<file path="config.mk">
export PLATFORM = sky130hd
export DESIGN_NAME = sltc_ctrl
export DESIGN_NICKNAME = d
export VERILOG_FILES = /design/src/rtl/sltc_ctrl.v
export VERILOG_INCLUDE_DIRS = /design/src /design/src/rtl
export SDC_FILE = /design/constraint.sdc
export NUM_CORES = 1
export LEC_CHECK = 0
export BUFFER_PORTS_ARGS = -buffer_cell sky130_fd_sc_hd__buf_2
export CAP_MARGIN = 10
export CORE_UTILIZATION = 48
export CTS_CLUSTER_SIZE = 30
export DETAILED_ROUTE_END_ITERATION = 8
export GPL_TIMING_DRIVEN = 0
export PLACE_DENSITY = 0.76
export SLEW_MARGIN = 20
export SYNTH_ARGS = -nofsm -noshare
export SYNTH_HDL_FRONTEND = slang
export SYNTH_SLANG_ARGS = --single-unit
</file>
<file path="constraint.sdc">
create_clock -name pclk -period 3.5 [get_ports pclk]
set_input_delay 1.05 -clock pclk [delete_from_list [all_inputs] [get_ports pclk]]
set_output_delay 1.05 -clock pclk [all_outputs]
set_load 0.005 [all_outputs]
</file>
<file path="src/rtl/sltc_consts.vh">
`ifndef SLTC_CONSTS_VH
`define SLTC_CONSTS_VH
// register indexes; byte address is four times the index
`define SLTC_IDX_CKS 12'h573
`define SLTC_IDX_ILAS 12'h574
`define SLTC_IDX_STAT 12'h590
`define SLTC_IDX_USER 12'h591
// field positions
`define SLTC_CKS_MODE 7:6
`define SLTC_INJ_PT 5:4
`define SLTC_PAT 3:0
`define SLTC_ILAS_DLY 7:4
`define SLTC_LL_TEST 2:0
// reset values
`define SLTC_RST_CKS 8'h00
`define SLTC_RST_ILAS 8'h00
`define SLTC_RST_USER 16'h0000
// pattern codes
`define SLTC_P_NORM 4'h0
`define SLTC_P_CHK 4'h1
`define SLTC_P_TOG 4'h2
`define SLTC_P_PN31 4'h3
`define SLTC_P_PN23 4'h4
`define SLTC_P_PN15 4'h5
`define SLTC_P_PN9 4'h6
`define SLTC_P_PN7 4'h7
`define SLTC_P_RAMP 4'h8
`define SLTC_P_UREP 4'hE
`define SLTC_P_USGL 4'hF
// checksum modes and injection points
`define SLTC_CK_OCT 2'h0
`define SLTC_CK_FLD 2'h1
`define SLTC_INJ_SMP 2'h0
`define SLTC_INJ_10B 2'h1
`define SLTC_INJ_SCR 2'h2
// link test codes and characters
`define SLTC_LL_NORM 3'h0
`define SLTC_LL_D215 3'h1
`define SLTC_K285 8'hBC
`define SLTC_K280 8'h1C
`define SLTC_D215 8'hB5
// timing: multiframes of alignment sequence, generator seed
`define SLTC_ILAS_MF 3'h4
`define SLTC_PN_SEED 31'h7FFFFFFF
`endif

</file>
<file path="src/rtl/sltc_ctrl.v">
`timescale 1ns/1ps
`include "sltc_consts.vh"
// Notes on behaviour
// checksum mode 10 sends zero checksum; 11 unused, also sends zero.
// checksum mode 00 sums all configuration octets.
// checksum mode 01 sums each configuration field, LSB aligned.
// injection point 0 puts the pattern on the sample input.
// injection point 1 drives pattern as 10-bit words after the encoder.
// injection point 2 drives pattern as bytes at scrambler input.
// pattern codes pick normal, checkerboard, toggle, ramp, user patterns.
// code 0011 gives PN sequence x^31 + x^28 + 1.
// code 0100 gives PN sequence x^23 + x^18 + 1.
// code 0101 gives PN sequence x^15 + x^14 + 1.
// code 0110 gives x^9 + x^5 + 1, code 0111 gives x^7 + x^6 + 1.
// alignment sequence starts at LMFC boundary n+1 after sync release.
// while receiver requests sync, send /K28.5/ characters. With link test 001 the code sends /D21.5/ instead.
// link test 000 carries normal traffic.
// link test 001 sends unbroken /D21.5/ characters.
// nonzero test code replaces converter data until normal code restored.
// generators restart from a seed when their code is newly selected.
module sltc_ctrl #(
  parameter N_OCT = 14,
  parameter N_FLD = 20
) (
  // clock and reset
  input wire pclk,
  input wire presetn,
  // apb slave
  input wire [15:0] paddr,
  input wire psel,
  input wire penable,
  input wire pwrite,
  input wire [31:0] pwdata,
  output reg [31:0] prdata,
  output reg pready,
  output reg pslverr,
  // link side
  input wire sync_request_input_n,
  input wire lmfc_tick,
  input wire [8*N_OCT-1:0] cfg_octets,
  input wire [8*N_FLD-1:0] cfg_fields,
  // data path
  input wire [15:0] samp_in,
  input wire [7:0] byte_in,
  output reg [15:0] samp_out_q,
  output reg [7:0] tx_byte_q,
  output reg tx_k_q,
  output reg [9:0] raw10_q,
  output reg raw10_sel_q,
  output reg [7:0] checksum_q
);

  localparam ST_CGS = 2'b00;
  localparam ST_WAIT = 2'b01;
  localparam ST_ILAS = 2'b10;
  localparam ST_DATA = 2'b11;

  reg [7:0] cks_ctrl_q;
  reg [7:0] ilas_ctrl_q;
  reg [15:0] user_q;
  reg [2:0] sync_sh_q;
  reg sync_req_q;
  reg [1:0] st_q;
  reg [3:0] lmfc_cnt_q;
  reg [2:0] mf_cnt_q;
  reg [3:0] pat_prev_q;
  reg [30:0] pn_q;
  reg [15:0] pat_q;
  reg phase_q;
  reg user_done_q;
  reg [7:0] cks_d;
  reg [31:0] rd_d;
  reg bad_d;
  integer i;

  wire [3:0] pat = cks_ctrl_q[`SLTC_PAT];
  wire [1:0] inj = cks_ctrl_q[`SLTC_INJ_PT];
  wire [2:0] ll = ilas_ctrl_q[`SLTC_LL_TEST];
  wire [3:0] ilas_dly = ilas_ctrl_q[`SLTC_ILAS_DLY];
  wire acc = psel & penable & ~pready;
  wire wr_ok = psel & penable & pready & pwrite & ~pslverr;
  wire [11:0] idx = paddr[13:2];
  wire pat_new = pat != pat_prev_q;

  // alignment marker: first at the start boundary, then once per multiframe
  wire ilas_go = !sync_req_q && lmfc_tick && st_q == ST_WAIT &&
    lmfc_cnt_q == ilas_dly;
  wire mf_mark = !sync_req_q && lmfc_tick && st_q == ST_ILAS &&
    mf_cnt_q != `SLTC_ILAS_MF - 3'h1;

  // word-aligned register index match, used for reads and writes
  function hit;
    input [11:0] a;
    input [11:0] r;
    begin
      hit = a == r;
    end
  endfunction

  // advance the generator 16 bits; taps chosen per code
  function [30:0] pn_adv;
    input [30:0] s;
    input [3:0] c;
    integer k;
    reg fb;
    reg [30:0] t;
    begin
      t = s;
      for (k = 0; k < 16; k = k + 1) begin
        case (c)
          `SLTC_P_PN31: fb = t[30] ^ t[27];
          `SLTC_P_PN23: fb = t[22] ^ t[17];
          `SLTC_P_PN15: fb = t[14] ^ t[13];
          `SLTC_P_PN9: fb = t[8] ^ t[4];
          default: fb = t[6] ^ t[5];
        endcase
        t = {t[29:0], fb};
      end
      pn_adv = t;
    end
  endfunction

  // read mux and unmapped-address check
  always @* begin
    rd_d = 32'h00000000;
    bad_d = 1'b0;
    if (hit(idx, `SLTC_IDX_CKS)) begin
      rd_d[7:0] = cks_ctrl_q;
    end else if (hit(idx, `SLTC_IDX_ILAS)) begin
      rd_d[7:0] = {ilas_ctrl_q[7:4], 1'b0, ilas_ctrl_q[2:0]};
    end else if (hit(idx, `SLTC_IDX_STAT)) begin
      rd_d[7:0] = {sync_req_q, 1'b0, lmfc_cnt_q, st_q};
    end else if (hit(idx, `SLTC_IDX_USER)) begin
      rd_d[15:0] = user_q;
    end else begin
      bad_d = 1'b1;
    end
  end

  // one wait state: answer registered in the first access cycle
  always @(posedge pclk or negedge presetn) begin
    if (!presetn) begin
      pready <= 1'b0;
      pslverr <= 1'b0;
      prdata <= 32'h00000000;
    end else begin
      pready <= acc;
      pslverr <= acc & bad_d;
      if (acc & ~pwrite) begin
        prdata <= rd_d;
      end
    end
  end

  // register writes take effect on the completing edge
  always @(posedge pclk or negedge presetn) begin
    if (!presetn) begin
      cks_ctrl_q <= `SLTC_RST_CKS;
      ilas_ctrl_q <= `SLTC_RST_ILAS;
      user_q <= `SLTC_RST_USER;
    end else if (wr_ok) begin
      if (hit(idx, `SLTC_IDX_CKS)) begin
        cks_ctrl_q <= pwdata[7:0];
      end else if (hit(idx, `SLTC_IDX_ILAS)) begin
        ilas_ctrl_q <= {pwdata[7:4], 1'b0, pwdata[2:0]}; // bit 3 reserved
      end else if (hit(idx, `SLTC_IDX_USER)) begin
        user_q <= pwdata[15:0];
      end
    end
  end

  // pin synchroniser; a change counts once stages two and three agree
  always @(posedge pclk or negedge presetn) begin
    if (!presetn) begin
      sync_sh_q <= 3'b111;
      sync_req_q <= 1'b1;
    end else begin
      sync_sh_q <= {sync_sh_q[1:0], ~sync_request_input_n};
      if (sync_sh_q[2] == sync_sh_q[1]) begin
        sync_req_q <= sync_sh_q[2];
      end
    end
  end

  // link sequence: sync, delay, alignment, data
  always @(posedge pclk or negedge presetn) begin
    if (!presetn) begin
      st_q <= ST_CGS;
      lmfc_cnt_q <= 4'h0;
      mf_cnt_q <= 3'h0;
    end else if (sync_req_q) begin
      st_q <= ST_CGS;
      lmfc_cnt_q <= 4'h0;
      mf_cnt_q <= 3'h0;
    end else begin
      case (st_q)
        ST_CGS: begin
          st_q <= ST_WAIT;
        end
        ST_WAIT: begin
          if (lmfc_tick) begin
            if (lmfc_cnt_q == ilas_dly) begin
              st_q <= ST_ILAS;
            end
            lmfc_cnt_q <= lmfc_cnt_q + 4'h1;
          end
        end
        ST_ILAS: begin
          if (lmfc_tick) begin
            mf_cnt_q <= mf_cnt_q + 3'h1;
            if (mf_cnt_q == `SLTC_ILAS_MF - 3'h1) begin
              st_q <= ST_DATA;
            end
          end
        end
        default: begin
          st_q <= ST_DATA;
        end
      endcase
    end
  end

  // pattern generators; reseeded whenever the code changes
  always @(posedge pclk or negedge presetn) begin
    if (!presetn) begin
      pat_prev_q <= `SLTC_P_NORM;
      pn_q <= `SLTC_PN_SEED;
      pat_q <= 16'h0000;
      phase_q <= 1'b0;
      user_done_q <= 1'b0;
    end else begin
      pat_prev_q <= pat;
      if (pat_new) begin
        pn_q <= `SLTC_PN_SEED;
        pat_q <= 16'h0000;
        phase_q <= 1'b0;
        user_done_q <= 1'b0;
      end else begin
        phase_q <= ~phase_q;
        pn_q <= pn_adv(pn_q, pat);
        case (pat)
          `SLTC_P_CHK: pat_q <= phase_q ? 16'hAAAA : 16'h5555;
          `SLTC_P_TOG: pat_q <= phase_q ? 16'hFFFF : 16'h0000;
          `SLTC_P_PN31, `SLTC_P_PN23, `SLTC_P_PN15,
          `SLTC_P_PN9, `SLTC_P_PN7: pat_q <= pn_q[15:0];
          `SLTC_P_RAMP: pat_q <= pat_q + 16'h0001;
          `SLTC_P_UREP: pat_q <= user_q;
          `SLTC_P_USGL: begin
            // single shot: user word once, then zeros
            pat_q <= user_done_q ? 16'h0000 : user_q;
            user_done_q <= 1'b1;
          end
          default: pat_q <= 16'h0000;
        endcase
      end
    end
  end

  // checksum; field mode expects each field zero-padded to a byte
  always @* begin
    cks_d = 8'h00;
    case (cks_ctrl_q[`SLTC_CKS_MODE])
      `SLTC_CK_OCT: begin
        for (i = 0; i < N_OCT; i = i + 1) begin
          cks_d = cks_d + cfg_octets[8*i +: 8];
        end
      end
      `SLTC_CK_FLD: begin
        for (i = 0; i < N_FLD; i = i + 1) begin
          cks_d = cks_d + cfg_fields[8*i +: 8];
        end
      end
      default: cks_d = 8'h00;
    endcase
  end

  // output stage; test codes hold until software writes normal back
  always @(posedge pclk or negedge presetn) begin
    if (!presetn) begin
      samp_out_q <= 16'h0000;
      tx_byte_q <= `SLTC_K285;
      tx_k_q <= 1'b1;
      raw10_q <= 10'h000;
      raw10_sel_q <= 1'b0;
      checksum_q <= 8'h00;
    end else begin
      checksum_q <= cks_d;
      raw10_q <= pat_q[9:0];
      raw10_sel_q <= pat != `SLTC_P_NORM && inj == `SLTC_INJ_10B;
      if (pat != `SLTC_P_NORM && inj == `SLTC_INJ_SMP) begin
        samp_out_q <= pat_q;
      end else begin
        samp_out_q <= samp_in;
      end
      if (ll == `SLTC_LL_D215) begin
        tx_byte_q <= `SLTC_D215;
        tx_k_q <= 1'b0;
      end else if (ilas_go || mf_mark) begin
        tx_byte_q <= `SLTC_K280;
        tx_k_q <= 1'b1;
      end else if (st_q == ST_CGS || st_q == ST_WAIT) begin
        tx_byte_q <= `SLTC_K285;
        tx_k_q <= 1'b1;
      end else if (pat != `SLTC_P_NORM && inj == `SLTC_INJ_SCR) begin
        tx_byte_q <= pat_q[7:0];
        tx_k_q <= 1'b0;
      end else begin
        tx_byte_q <= byte_in;
        tx_k_q <= 1'b0;
      end
    end
  end

endmodule

</file>
==> results.md <==
Outcome:
- The run finished, with violations left.
- The checks that failed: negative setup slack.

Floorplan:
- The floorplan step defined a die boundary enclosing 0.02936 mm^2.
- The boundary pin count is 429.
- The number of placement rows is 61.
- The initial core utilization is 49.15%.
- Measured along the x axis, the die boundary spans 171.4 um.
- The die height is 171.4 um.
- The total area inside the core boundary comes to 0.02801 mm^2.

Placed design:
- The HPWL reported at the end of detailed placement is roughly 33 mm.
- Summing all placed instances gives a cell area of 0.01633 mm^2.
- The congestion estimate from routability-driven global placement came to 1.027.
- The number of buffers inserted by port buffering is 392.

Drt:
- In the routed layout, each cell is associated on average with a via count of 5.083.
- The average routed wire per standard cell is 18.57 um.
- After detailed routing, the number of remaining DRC violations is 0.
- The detailed-router iteration count before antenna repair is 5.
- The post-detailed-routing wire length is about 40 mm.
- The total via count in the routed design is around 11000.
- The detail route stage leaves a number of antenna-violating nets equal to 0.
- After the first detailed-routing iteration, the DRC count stood at around 730.

Setup path:
- The kind of end point of the critical path is a flip-flop.
- The critical path data arrival time is 6.22 ns.
- The count of cells along the worst register-to-register path is 8.
- The critical path's most frequent cell is fa_1.
- The startpoint identified for the worst register-to-register timing path is pn_q[3].
- For the worst setup path, the data required time is 3.80 ns.
- The largest single stage delay on the critical path is 0.52 ns.
- The highest-delay cell along the critical path is fa_1.
- In this run the critical register-to-register path is captured at pn_q[2].
- The number of buffer and inverter stages on the critical path is 7.
- The worst setup path is launched from an input port.
- The setup slack of the worst register-to-register path is 0.68 ns.
- The kind of cell adding the most delay to the critical path is adder cells.
- Along the worst path, the maximum fanout reaches 2.
- The worst setup path is of the in2reg kind.
- The signal on the critical path passes through buf_8 -> inv_8 -> fa_1 -> inv_1 -> fa_1 -> inv_2 -> fa_1 -> fa_1 -> inv_2 -> fa_1 -> inv_1 -> fa_1 -> inv_1 -> fa_1 -> fa_2 -> a21o_1 -> a21oi_2 -> o21bai_1 -> a21oi_2 -> xnor3_1 -> nor2_1 -> a211oi_1.

Power and ir drop:
- The proportion of power drawn by combinational gates is about four fifths.
- Summed over all cells, the static leakage comes to 8.619 nW.
- The internal power component is 0.01163 W.
- The maximum vdd ir drop is 0.002134 V.
- Of the total power, the clock network draws 8.9%.
- The analysis attributes to net switching a power of 0.009612 W.
- The areal power density over the cells is 1245 mW/mm^2.
- The share of total power dissipated in sequential elements is 12.1%.
- In this run switching power makes up a little under half of total power.

Synth:
- The number of standard cells after synthesis is 1303.
- For this run, the number of Yosys warnings is 0.
- The count of distinct cell types in the synthesized netlist is between 60 and 70.
- The area of the mapped netlist is 0.01377 mm^2.
- The portion of the post-synthesis area used by sequential elements is 29.27%.
- Among all flip-flop cells after synthesis, the most frequent one is dfrtp_1.
- Yosys attributes the largest share of cell area to fa_1 (27%), dfrtp_1 (21%), dfstp_2 (7.8%).
- The most common cell in the netlist is inv_1.
- The dominant cell type by area after synthesis is fa_1.
- The synthesized design contains 0 enable-type register cells.
- The mean instance size in the synthesized netlist is approximately 11 um^2.
- Counting flops and latches in the post-synthesis netlist gives 159.
- The portion of synthesized cell area occupied by the leading cell type is a little over a quarter.
- The fraction of synthesis flops using an asynchronous set or reset pin is 100.0%.
- By count the netlist is led by inv_1 (268), fa_1 (184), dfrtp_1 (118), xnor2_1 (115), nand2_1 (78).

CTS:
- Clock latency on the worst-skew pair, taken at its later pin, is 0.43 ns.
- The maximum level of the CTS H-tree is 4.
- Buffers inserted during clock tree synthesis total 17.
- The tree built by TritonCTS fans out to 159 sinks.
- The clock root buffer is clkbuf_16.
- For this design, the CTS-stage hold fixing added 0 buffers.
- TritonCTS built the clock tree.
- The clock passes through at most 2 buffers.
- The clock transition time at the flip-flop clock pins of the worst setup and hold paths is 0.07 ns.

GRT:
- For this run the aggregate overflow at the end of global routing stands at 0.
- Global routing used 28.25% of the available tracks across all layers.
- The global-route wire length before repair is 61.36 mm.
- The pin count of the biggest net entering global routing is 104.
- The number of global-route vias before repair is 11530.
- The initial antenna violation count is 12.

Layout:
- The final instance area is 0.01707 mm^2.
- Compared with the post-synthesis result, the final layout area differs by 23.95%.
- Cells with a size suffix above 1 make up 33.64% of the layout.
- After the last flow step, the layout net total stands at 2303.

STA:
- In this run the tightest slew margin relative to its limit is between 30% and 40%.
- The final critical-path share of the clock period is 169.4%.
- Setup repair after global routing could not meet its margin everywhere.
- The pin slew with the least headroom to its limit is 0.9509 ns.
- The number of failing setup endpoints in the final timing report is 7.
- In the final timing run, aggregate negative setup slack is -13.60 ns.
- The post-layout worst setup margin is -2.428 ns.
- The final clock skew is around 0.0094 ns.
- The final hold violation count was 0.
- The max-slew violation total from the final report was 0.
- Derived from the worst setup path, the maximum achievable clock frequency is 168.7 MHz.
- The final critical-path required period is between 5 and 6 ns.

Hold path:
- The type of the worst min-delay path is reg2reg.
- The worst min-delay path startpoint is sync_sh_q[0].
- The worst hold path terminates at sync_sh_q[1].
- The hold path depth is 0.

Job:
- Across the run, the number of max-cap violations was 0.
==> cell families after synthesis <==
family | synth area share (%)
xor gates and xnor gates | 10.70
adders and majority gates | 30.10
and+or+nand+nor | 7.488
muxes | 4.698
buffers and inverters | 9.642
other | 0.02724
AOI/OAI and AO/OA | 8.079
DFF | 29.27
==> worst register-to-register path, cell delays in order (launching register included) <==
cell and delay, ns:
dfstp_2 0.51, clkbuf_1 0.52, xnor2_1 0.19, o22ai_1 0.14, a211oi_4 0.46, mux2i_1 0.30
o22a_1 0.27, xnor2_1 0.11, o2111ai_1 0.23
==> worst max-delay path by stage <==
| stage | cells after the start | to | from |
|---|---|---|---|
| floorplan | 21 | checksum_q[7] | cfg_fields[138] |
| global placement | 22 | checksum_q[7] | cfg_fields[138] |
| detailed placement | 18 | checksum_q[7] | cfg_fields[126] |
| CTS | 20 | checksum_q[7] | cfg_fields[18] |
| global route | 22 | checksum_q[7] | cfg_fields[138] |
| finish | 22 | checksum_q[7] | cfg_fields[138] |
==> metal layers <==
layer / track usage (%) / part of all wire, %
met5: 0 / 0.17
met4: 9.589 / 2.9
met3: 6.696 / 7.9
met2: 49.68 / 50
met1: 33.83 / 39
==> power by group through the flow <==
stage,registers (W),logic (W),clock network [W]
2_1_floorplan,0.00261,0.0124,0
6_report,0.00257,0.0168,0.00190
3_3_place_gp,0.00260,0.0149,0
4_1_cts,0.00258,0.0165,0.00192
5_1_grt,0.00260,0.0186,0.00199
3_5_place_dp,0.00260,0.0153,0
==> cell type report <==
type	instances	area, um^2
Fill cell	2328	10950
Multi-Input combinational cell	825	8548
Sequential cell	159	4030
Timing Repair Buffer	395	2056
Inverter	268	1013
Tap cell	378	473.0
Clock buffer	17	425.4
Buffer	66	321.6
Clock inverter	15	177.7
Antenna cell	8	20.02
==> flip-flops by register name (all words and copies together), names as in the netlist, 3 cells and up <==
name / count
checksum_q: 8
cks_ctrl_q: 8
lmfc_cnt_q: 4
mf_cnt_q: 3
prdata: 16
pn_q: 31
pat_q: 16
sync_sh_q: 3
ilas_ctrl_q: 7
samp_out_q: 16
user_q: 16
raw10_q: 10
pat_prev_q: 4
tx_byte_q: 8
==> stage by stage <==
stage | utilization (%) | cells | hold WS [ns] | power [W] | worst slack, ns
2_1_floorplan | - | 1318 | 0.3452 | 0.01504 | -2.588
3_5_place_dp | 58.29 | 2089 | 0.3533 | 0.01795 | -3.020
5_1_grt | 60.89 | 2127 | 0.3669 | 0.02320 | -2.618
3_3_place_gp | 58.12 | 2088 | 0.3512 | 0.01748 | -2.933
4_1_cts | 60.83 | 2125 | 0.3619 | 0.02100 | -2.450
6_report | 60.92 | 2131 | 0.3589 | 0.02124 | -2.428
==> timing repair <==
item | 4_1_cts | 5_1_grt
gates resized for setup | 25 | 5
pin swaps | 29 | 12
buffers inserted | 4 | 1
setup endpoints to repair | 7 | 7
==> placed cells by master, fill, tap and decap left out, types with 6 or more instances in the layout <==
| master | count |
|---|---|
| a21o_1 | 6 |
| a21oi_1 | 26 |
| a21oi_2 | 6 |
| a221oi_1 | 7 |
| a22oi_1 | 14 |
| a31oi_1 | 17 |
| buf_1 | 10 |
| buf_2 | 393 |
| buf_4 | 19 |
| clkbuf_1 | 31 |
| clkbuf_16 | 17 |
| conb_1 | 16 |
| dfrtp_1 | 118 |
| dfstp_2 | 41 |
| diode_2 | 8 |
| fa_1 | 179 |
| ha_1 | 35 |
| inv_1 | 256 |
| inv_2 | 11 |
| mux2_2 | 45 |
| mux2i_1 | 14 |
| nand2_1 | 78 |
| nand2b_1 | 23 |
| nand3_1 | 12 |
| nor2_1 | 41 |
| o21ai_0 | 18 |
| o22ai_1 | 21 |
| o31ai_1 | 7 |
| xnor2_1 | 113 |
| xor2_1 | 48 |
(Power assumes the default switching activity.)
